==> src/twr_pkg.sv <==
// Shared constants, types and state layout of the two-wire register access port.
package twr_pkg;

  // ----------------------------------------------------------------------
  // Sizes and field positions
  // ----------------------------------------------------------------------
  localparam int ADDR_W = 7;
  localparam int DATA_W = 8;
  localparam int HOLD_BIT = 7;
  localparam int SYNC_STAGES = 2;
  localparam int SYNC_W = 6;
  localparam int SCL_BIT = 0;
  localparam int SDA_BIT = 1;
  localparam int STRAP_LSB = 2;
  localparam int STRAP_W = 4;

  // ----------------------------------------------------------------------
  // Values and counts
  // ----------------------------------------------------------------------
  localparam logic [7:0] PTR_RESET = 8'h00;
  localparam logic [6:0] PTR_MAX = 7'h7F;
  localparam logic [6:0] PTR_STEP = 7'h01;
  localparam logic [2:0] ADDR_HI = 3'h0;
  localparam logic [3:0] BITS_PER_BYTE = 4'h8;
  localparam logic [3:0] LAST_BIT = 4'h7;
  localparam logic [3:0] BIT_STEP = 4'h1;
  localparam logic [1:0] STRAP_DLY = 2'h3;
  localparam logic [1:0] CAP_STEP = 2'h1;
  // Reset hold that the system applies before release, in milliseconds.
  localparam int RESET_HOLD_MS = 100;

  // ----------------------------------------------------------------------
  // Types
  // ----------------------------------------------------------------------
  typedef enum logic [7:0] {
    TWR_IDLE     = 8'h01,
    TWR_ADDR     = 8'h02,
    TWR_ACK_ADDR = 8'h04,
    TWR_WRITE    = 8'h08,
    TWR_ACK_WR   = 8'h10,
    TWR_READ     = 8'h20,
    TWR_ACK_RD   = 8'h40,
    TWR_IGNORE   = 8'h80
  } twr_state_e;

  typedef struct packed {
    logic en;
    logic [6:0] addr;
    logic [7:0] data;
  } twr_wr_s;

  typedef struct packed {
    twr_state_e state;
    logic [7:0] ptr;
    logic [7:0] shift;
    logic [7:0] tx;
    logic [3:0] bitcnt;
    logic rw;
    logic first;
    logic addressed;
    logic nack;
    logic scl_prev;
    logic sda_prev;
    logic [6:0] slave_addr;
    logic [1:0] cap_cnt;
    logic captured;
    logic sda_oe_n;
    logic sda_lvl;
    twr_wr_s wr;
  } twr_state_s;

  localparam twr_state_s STATE_RESET = '{
    state: TWR_IDLE, ptr: 8'h00, shift: 8'h00, tx: 8'h00, bitcnt: 4'h0,
    rw: 1'b0, first: 1'b0, addressed: 1'b0, nack: 1'b0, scl_prev: 1'b1,
    sda_prev: 1'b1, slave_addr: 7'h00, cap_cnt: 2'h0, captured: 1'b0,
    sda_oe_n: 1'b1, sda_lvl: 1'b0, wr: '{en: 1'b0, addr: 7'h00, data: 8'h00}
  };

endpackage : twr_pkg

==> src/twr_sync.sv <==
// Two-flop synchroniser for the serial pins and address straps.
`timescale 1ns/1ns
module twr_sync #(
  parameter int W = 1,
  parameter logic [W-1:0] RST_VAL = '1
) (
  input wire logic clock_i,
  input wire logic rst_n_i,
  input wire logic [W-1:0] async_i,
  output logic [W-1:0] sync_o
);

  logic [W-1:0] meta_q;

  always_ff @(posedge clock_i or negedge rst_n_i) begin
    if (!rst_n_i) begin
      meta_q <= RST_VAL;
      sync_o <= RST_VAL;
    end else begin
      meta_q <= async_i;
      sync_o <= meta_q;
    end
  end

endmodule : twr_sync

==> src/twr_reg_mem.sv <==
// Byte register file with one write port and a registered read port.
`timescale 1ns/1ns
module twr_reg_mem #(
  parameter int AW = 7,
  parameter int DW = 8
) (
  input wire logic clock_i,
  input wire logic rst_n_i,
  input twr_pkg::twr_wr_s wr_i,
  input wire logic [AW-1:0] raddr_i,
  output logic [DW-1:0] rdata_o
);

  logic [DW-1:0] mem_q [2**AW];

  always_ff @(posedge clock_i) begin
    if (wr_i.en) begin
      mem_q[wr_i.addr] <= wr_i.data;
    end
  end

  always_ff @(posedge clock_i or negedge rst_n_i) begin
    if (!rst_n_i) begin
      rdata_o <= '0;
    end else begin
      rdata_o <= mem_q[raddr_i];
    end
  end

endmodule : twr_reg_mem

==> src/twr_port.sv <==
// Two-wire slave port giving a host access to 128 byte registers.
`timescale 1ns/1ns
module twr_port (
  input wire logic clock_i,
  input wire logic rst_n_i,
  input wire logic primary_serial_clock_i,
  input wire logic primary_serial_data_i,
  input wire logic [twr_pkg::STRAP_W-1:0] addr_strap_i,
  output logic primary_serial_data_o,
  output logic primary_serial_data_oe_n_o,
  output logic [twr_pkg::ADDR_W-1:0] slave_addr_o,
  output twr_pkg::twr_wr_s reg_wr_o
);

  // ----------------------------------------------------------------------
  // Pin synchronisation and bus conditions
  // ----------------------------------------------------------------------
  logic [twr_pkg::SYNC_W-1:0] sync_s;
  logic scl_s;
  logic sda_s;
  logic [twr_pkg::STRAP_W-1:0] strap_s;
  logic [twr_pkg::DATA_W-1:0] rdata;
  twr_pkg::twr_state_s q;
  twr_pkg::twr_state_s d;
  logic rise;
  logic fall;
  logic start_det;
  logic stop_det;
  logic ptr_load;

  twr_sync #(
    .W(twr_pkg::SYNC_W),
    .RST_VAL({twr_pkg::SYNC_W{1'b1}})
  ) u_sync (
    .clock_i(clock_i),
    .rst_n_i(rst_n_i),
    .async_i({addr_strap_i, primary_serial_data_i, primary_serial_clock_i}),
    .sync_o(sync_s)
  );

  assign scl_s = sync_s[twr_pkg::SCL_BIT];
  assign sda_s = sync_s[twr_pkg::SDA_BIT];
  assign strap_s = sync_s[twr_pkg::STRAP_LSB +: twr_pkg::STRAP_W];
  assign rise = scl_s && !q.scl_prev;
  assign fall = !scl_s && q.scl_prev;
  assign start_det = scl_s && q.scl_prev && q.sda_prev && !sda_s;
  assign stop_det = scl_s && q.scl_prev && !q.sda_prev && sda_s;
  assign ptr_load = (q.state == twr_pkg::TWR_WRITE) && fall && q.first &&
                    (q.bitcnt == twr_pkg::BITS_PER_BYTE);

  twr_reg_mem #(
    .AW(twr_pkg::ADDR_W),
    .DW(twr_pkg::DATA_W)
  ) u_mem (
    .clock_i(clock_i),
    .rst_n_i(rst_n_i),
    .wr_i(q.wr),
    .raddr_i(q.ptr[twr_pkg::ADDR_W-1:0]),
    .rdata_o(rdata)
  );

  // ----------------------------------------------------------------------
  // Pointer advance: held by the hold flag, saturating at the top register.
  // ----------------------------------------------------------------------
  function automatic logic [7:0] next_ptr(input logic [7:0] p);
    if (p[twr_pkg::HOLD_BIT] || (p[6:0] == twr_pkg::PTR_MAX)) begin
      return p;
    end
    return {p[twr_pkg::HOLD_BIT], p[6:0] + twr_pkg::PTR_STEP};
  endfunction : next_ptr

  // ----------------------------------------------------------------------
  // Next-state logic
  // ----------------------------------------------------------------------
  always_comb begin
    d = q;
    d.wr.en = 1'b0;
    d.scl_prev = scl_s;
    d.sda_prev = sda_s;
    // The synchroniser needs a few cycles after release before straps are valid.
    if (!q.captured) begin
      if (q.cap_cnt == twr_pkg::STRAP_DLY) begin
        d.slave_addr = {twr_pkg::ADDR_HI, strap_s};
        d.captured = 1'b1;
      end else begin
        d.cap_cnt = q.cap_cnt + twr_pkg::CAP_STEP;
      end
    end
    if (stop_det) begin
      if (q.addressed) begin
        d.ptr = twr_pkg::PTR_RESET;
      end
      d.state = twr_pkg::TWR_IDLE;
      d.addressed = 1'b0;
      d.sda_oe_n = 1'b1;
    end else if (start_det && q.captured) begin
      // The pointer is deliberately left alone here.
      d.state = twr_pkg::TWR_ADDR;
      d.bitcnt = '0;
      d.sda_oe_n = 1'b1;
    end else begin
      case (q.state)
        twr_pkg::TWR_ADDR: begin
          if (rise) begin
            d.shift = {q.shift[6:0], sda_s};
            d.bitcnt = q.bitcnt + twr_pkg::BIT_STEP;
          end else if (fall && (q.bitcnt == twr_pkg::BITS_PER_BYTE)) begin
            if (q.shift[7:1] == q.slave_addr) begin
              d.state = twr_pkg::TWR_ACK_ADDR;
              d.sda_oe_n = 1'b0;
              d.rw = q.shift[0];
              d.addressed = 1'b1;
              d.first = 1'b1;
            end else begin
              d.state = twr_pkg::TWR_IGNORE;
            end
          end
        end
        twr_pkg::TWR_ACK_ADDR: begin
          if (fall) begin
            d.bitcnt = '0;
            if (q.rw) begin
              d.state = twr_pkg::TWR_READ;
              d.tx = rdata;
              d.sda_oe_n = rdata[7];
            end else begin
              d.state = twr_pkg::TWR_WRITE;
              d.sda_oe_n = 1'b1;
            end
          end
        end
        twr_pkg::TWR_WRITE: begin
          if (rise) begin
            d.shift = {q.shift[6:0], sda_s};
            d.bitcnt = q.bitcnt + twr_pkg::BIT_STEP;
          end else if (fall && (q.bitcnt == twr_pkg::BITS_PER_BYTE)) begin
            if (q.first) begin
              d.ptr = q.shift;
              d.first = 1'b0;
            end else begin
              d.wr.en = 1'b1;
              d.wr.addr = q.ptr[6:0];
              d.wr.data = q.shift;
              d.ptr = next_ptr(q.ptr);
            end
            d.state = twr_pkg::TWR_ACK_WR;
            d.sda_oe_n = 1'b0;
          end
        end
        twr_pkg::TWR_ACK_WR: begin
          if (fall) begin
            d.state = twr_pkg::TWR_WRITE;
            d.bitcnt = '0;
            d.sda_oe_n = 1'b1;
          end
        end
        twr_pkg::TWR_READ: begin
          if (fall) begin
            d.bitcnt = q.bitcnt + twr_pkg::BIT_STEP;
            if (q.bitcnt == twr_pkg::LAST_BIT) begin
              d.state = twr_pkg::TWR_ACK_RD;
              d.sda_oe_n = 1'b1;
            end else begin
              d.tx = {q.tx[6:0], 1'b0};
              d.sda_oe_n = q.tx[6];
            end
          end
        end
        twr_pkg::TWR_ACK_RD: begin
          if (rise) begin
            d.nack = sda_s;
            // Advancing on the acknowledge leaves half a bit for the memory read.
            if (!sda_s) begin
              d.ptr = next_ptr(q.ptr);
            end
          end else if (fall) begin
            if (q.nack) begin
              d.state = twr_pkg::TWR_IGNORE;
              d.sda_oe_n = 1'b1;
            end else begin
              d.state = twr_pkg::TWR_READ;
              d.bitcnt = '0;
              d.tx = rdata;
              d.sda_oe_n = rdata[7];
            end
          end
        end
        twr_pkg::TWR_IDLE,
        twr_pkg::TWR_IGNORE: begin
          d.sda_oe_n = 1'b1;
        end
        default: begin
          d.state = twr_pkg::TWR_IDLE;
          d.sda_oe_n = 1'b1;
        end
      endcase
    end
  end

  // ----------------------------------------------------------------------
  // State register
  // ----------------------------------------------------------------------
  always_ff @(posedge clock_i or negedge rst_n_i) begin
    if (!rst_n_i) begin
      q <= twr_pkg::STATE_RESET;
    end else begin
      q <= d;
    end
  end

  assign primary_serial_data_o = q.sda_lvl;
  assign primary_serial_data_oe_n_o = q.sda_oe_n;
  assign slave_addr_o = q.slave_addr;
  assign reg_wr_o = q.wr;
endmodule : twr_port

==> config.mk <==
export PLATFORM = sky130hd
export DESIGN_NAME = twr_port
export DESIGN_NICKNAME = d
export VERILOG_FILES = /design/src/twr_pkg.sv /design/src/twr_sync.sv /design/src/twr_reg_mem.sv /design/src/twr_port.sv
export SDC_FILE = /design/constraint.sdc
export NUM_CORES = 1
export LEC_CHECK = 0
export ABC_AREA = 1
export ABC_CLOCK_PERIOD_IN_PS = 3550
export BUFFER_PORTS_ARGS = -buffer_cell sky130_fd_sc_hd__buf_2
export CORE_ASPECT_RATIO = 0.75
export CORE_MARGIN = 5
export CORE_UTILIZATION = 25
export CTS_CLUSTER_SIZE = 25
export DETAILED_ROUTE_END_ITERATION = 8
export GPL_TIMING_DRIVEN = 0
export HOLD_SLACK_MARGIN = 0.02
export PLACE_DENSITY_LB_ADDON = 0.15
export SLEW_MARGIN = 15
export SYNTH_ARGS = -nofsm -noshare
export SYNTH_HDL_FRONTEND = slang
export SYNTH_HIERARCHICAL = 1
export SYNTH_SLANG_ARGS = --single-unit
==> constraint.sdc <==
create_clock -name clock_i -period 3.55 [get_ports clock_i]
set_clock_uncertainty 0.1 [all_clocks]
set_input_delay 0.71 -clock clock_i [delete_from_list [all_inputs] [get_ports clock_i]]
set_output_delay 0.71 -clock clock_i [all_outputs]
set_load 0.03 [all_outputs]
======== Yosys cells after proc, flatten, opt, wreduce, memory -nomap -nowiden ========
Memories as Yosys holds them, arrays and structs flattened. A register that Yosys moved wholly into a read port is not among the register bits.
Index checks and enable logic that the tools add are counted.
word-level totals
  memories ................................ 1
  bits in registers ....................... 78
  word-level logic and storage cells ...... 208
  bits of input ports ..................... 8
  latch bits .............................. 0
  bits in read-only memories .............. 0
  memory bits (writable) .................. 1,024
  output and inout bits ................... 25
cells by class
  shift operators ......................... 0
  div/mod/pow operators ................... 0
  eq/ne operators ......................... 53
  bitwise gates (word level) .............. 6
  add/subtract/negate cells ............... 3
  multiply operators ...................... 0
  magnitude comparators ................... 0
  reductions and logical operators ........ 38
  mux-type cells .......................... 86
memories
  name         words  width  rd ports  clocked after memory_dff  write ports  line               source
  u_mem.mem_q  128    8      1         1                         1            twr_reg_mem.sv:14  logic [DW-1:0] mem_q [2**AW];
operators by type and width
  operator                                                         count
  8-bit two-way mux                                                22
  16-bit two-way mux                                               9
  12-bit two-way mux                                               5
  8-bit case mux with 7 select lines                               1
  4-bit != test, second input constant                             9
  1-bit two-way mux                                                35
  3-bit != test, second input constant                             11
  2-bit != test, second input constant                             13
  24-bit two-way mux                                               1
  8-bit case mux with 3 select lines                               1
  4-bit case mux with 5 select lines                               1
  10-bit AND reduction                                             2
  9-bit AND reduction                                              2
  8-bit case mux with 2 select lines                               1
  4-bit two-way mux                                                3
  6-bit AND reduction                                              2
  11-bit AND reduction                                             1
  1-bit logical AND                                                9
  8-bit by 1-bit == test with 1-bit output, second input constant  1
  8-bit by 2-bit == test with 1-bit output, second input constant  1
  8-bit by 3-bit == test with 1-bit output, second input constant  1
  8-bit by 4-bit == test with 1-bit output, second input constant  1
  8-bit by 5-bit == test with 1-bit output, second input constant  1
  8-bit by 6-bit == test with 1-bit output, second input constant  1
  other kinds (31)                                                 52

======== Longest topological paths before layout ========
  word-level depth ........................ 16
  mapped depth ............................ 14
  gate-level depth less buffers ........... 13

======== Hierarchy ========
Netlist, hierarchy kept.
modules (own cells, without submodules)
  module       area an instance (sq um)  cells an instance  sequential area each (sq um)  instances
  twr_reg_mem  42,335.6                  3,576              30,949.7                      1
  twr_port     4,051.4                   535                1,631.6                       1
  twr_sync     315.3                     12                 315.3                         1

======== Least setup slack after synthesis ========
No wires, ideal clock.
  path kind ............................... register -> output
  start point ............................. register q (netlist bit reg_wr_o[0])
  end point ............................... output reg_wr_o[0] (netlist bit)
  arrival ................................. 2.136 ns
  cell stages (with the launch flop) ...... 2
  path buffers ............................ 1
  required time ........................... 2.740 ns
  slack ................................... 0.604 ns
  cell sequence ........................... dfrtp_1 buf_4
RTL lines
  element                 line             source
  start, declared         twr_port.sv:23   twr_pkg::twr_state_s q;
  start signal, assigned  twr_port.sv:205  q <= twr_pkg::STATE_RESET;
  end, declared           twr_port.sv:12   output twr_pkg::twr_wr_s reg_wr_o
No word-level cell between the ends.

======== Worst setup path in the final report ========
  start point ............................. register q (netlist bit reg_wr_o[10])
  end point ............................... memory u_mem.mem_q[116][1] (enable)
RTL lines
  element        line
  end, declared  twr_reg_mem.sv:14
Straight into the memory's write port.

==> run metrics <==
status complete, but fails checks; failing checks negative setup slack; number of placed instances, taps included 6,676; Final Hold Fails 0; Worst-Margin Slew 1.31 ns; Crit path largest cell delay 1.09 ns; port bufs 28; vias 32,500; Gate Count Post-Synth 4,123; max-slew violation count 0; Slowest-stage cell, CP nor2_1; antenna-violating nets left 0; Worst setup EP type flop; Leakage 0.0193 uW; Post-Layout Cell Count 6,896; routability cong. 0.938; critical path class flop to flop; Min-Delay Endpoint u_sync/sync_o[2]$_DFF_PN1_; area of the die 0.196 sq mm; final setup violation count 48; Overflow after GRT 0; first-pass GRT wire length 240,000 um; sequence of cells on the critical path inv_1 -> nor3_1 -> nand2_1 -> clkbuf_1 -> nor2_1; largest net degree at the start of global routing 57; TritonCTS clock tree done; Tmin final 3.67 ns; Critical R2R Capture u_mem/mem_q[116][1]$_DFFE_PP_; Setup WS post-layout -0.119 ns; Req. time, crit path 3.80 ns; synthesized flop and latch total 1,109; r2r worst-path depth 5; FP Rows 137; synthesis-to-layout area growth 16.4%; Cell variety after synth 44; global router's overall resource usage 17.4%; RR Startpoint reg_wr_o[10]$_DFFE_PN0P_; type of the most critical hold path flop to flop; latest clock arrival within the worst-skew pair 0.76 ns; syn_area_per_cell 11.3 sq um; Reg clk slew, reported paths 0.06 ns; RSZ-0062 raised after global routing yes; # IOs 33; fill count 19,300; FF-to-FF setup slack -0.12 ns; DP HPWL 126,000 um; synthesized area 0.0467 sq mm; CTS Buf Count 112; DRT Wirelength 175,000 um; initial antenna violation count 9; crit-path max FO 10; antenna cell count 0; Initial Util 25.1%; setup_tns -3.24 ns; fmax 273 MHz; worst hold slack 0.253 ns; hold path start u_sync/meta_q[2]$_DFF_PN1_; synth warn 6; clock sinks 1,109; fin nets 4,307; sequential fraction of the synthesis area 70.4%; worst-case clock buffer depth 3; Final Cycle Share 103%; Crit path arrival time 3.91 ns; die height 384 um; Place WS -0.0595 ns; clock root buffer clkbuf_16; drc violations 0; layout cell share with drive strength beyond 1 12.6%; number of setup buffers added after CTS 0; WL/cell 25.3 um; Power Dens Cells 663 mW/mm^2; Placeable Area 0.186 sq mm; Critical Path Start Type flop; 1st-pass router iterations 8; DIE WIDTH 509 um; vias in the first global route 30,500; MaxCap Viol Count 0; Max-slew headroom 12.1%; DR vias/cell 4.71; worst vdd ir 0.000450 V; drt initial violations 3,547; hold path cells 0; commonest non-fill, non-tap cell in the layout nand2_1; CTS H-Tree Depth 3; commonest cells after routing, fill and taps aside nand2_1, edfxtp_1, nand3_1, nor2_1, buf_2
area by class of cell:
cell class              instances  area (sq um)  area share, %
flip-flops and latches       1109         32900           60.5
multi-input cells            2666         11800           21.7
well taps                    2502          3130           5.76
clock buffers                 146          3090           5.67
plain buffers                 265          1790           3.29
repair buffers                 55           677           1.24
clock inverters                67           646           1.19
inverters                      86           335          0.617
what timing repair did:
action,CTS,global route
resized for setup,4,10
endpoints found under the setup margin,25,69
hold endpoints to repair,41,0
hold buffers,7,0
kinds of logic after synthesis:
logic type      synth area share [%]
compound gates                 0.729
flops                           70.4
mux                            0.153
buf+inv                         4.53
other cells                  0.00803
simple gates                    24.0
xor+xnor                      0.0750
fa+ha+maj                      0.107
flip-flops by register name, summed over array words and instances (netlist names):
signal                      count
u_sync/meta_q                   6
q                              44
u_sync/sync_o                   6
u_mem/mem_q                  1024
u_mem/rdata_o                   8
reg_wr_o                       16
primary_serial_data_oe_n_o      1
slave_addr_o                    4
cell usage after synthesis, drive strengths merged:
cell,number,area (sq um)
dfrtp,69,1730
o22ai,1,6.26
buf,235,1670
inv,85,327
clkbuf,30,113
mux2i,6,60.1
or2,2,12.5
nand4,8,71.3
dfstp,16,420
a21boi,1,7.51
nand3,977,4910
mux2,1,11.3
xor2,3,26.3
nor2,196,813
a21oi,8,51.3
xnor2,1,8.76
nand2,1392,5290
ha,4,50.1
edfxtp,1024,30700
o21ai,43,238
clkinv,1,8.76
a211oi,1,7.51
nand3b,2,27.5
nor3,12,60.1
o211ai,2,15.0
conb,1,3.75
o31ai,2,15.0
worst max-delay path by stage:
stage,cells after the start,start,end,slack (ns)
floorplan,1,reg_wr_o[0]$_DFFE_PN0P_,reg_wr_o[0],0.60
global placement,2,reg_wr_o[3]$_DFFE_PN0P_,reg_wr_o[3],-2.53
detailed placement,5,reg_wr_o[8]$_DFFE_PN0P_,u_mem/mem_q[109][4]$_DFFE_PP_,-0.06
CTS,5,reg_wr_o[8]$_DFFE_PN0P_,u_mem/mem_q[45][4]$_DFFE_PP_,-0.02
global route,5,reg_wr_o[10]$_DFFE_PN0P_,u_mem/mem_q[116][0]$_DFFE_PP_,-0.08
finish,5,reg_wr_o[10]$_DFFE_PN0P_,u_mem/mem_q[116][1]$_DFFE_PP_,-0.12
through the flow:
step           utilization, %  total power (uW)  cell area, sq um
2_1_floorplan               -             19900             46700
3_3_place_gp             26.9             23900             50000
3_5_place_dp             27.2             23900             50500
4_1_cts                  29.2             36200             54300
5_1_grt                  29.3             37500             54400
6_report                 29.3             36000             54400
worst max-delay path: cells and delay by family, from the launching register on:
kind	cells	cell delay (ns)
buffers and inverters	2	0.80
DFF	1	0.59
and+or+nand+nor	3	1.76
power by group:
part,internal (uW),leakage (uW),switching (uW)
sequential,14200,0.00875,64.6
combinational,2470,0.00870,7070
clock,6980,0.00183,5310
metal layers:
layer / wire [um] / share of wire [%] / GRT usage, % / vias up
met2: 69500 / 40 / 23.8 / 1196
met3: 15000 / 8.6 / 4.76 / 211
met4: 3940 / 2.3 / 4.03 / 2
met1: 86100 / 49 / 27.0 / 16400
li1: - / - / - / 14700
met5: 12 / 0.0069 / 0 / -
Power figures use the tool's default switching activity.
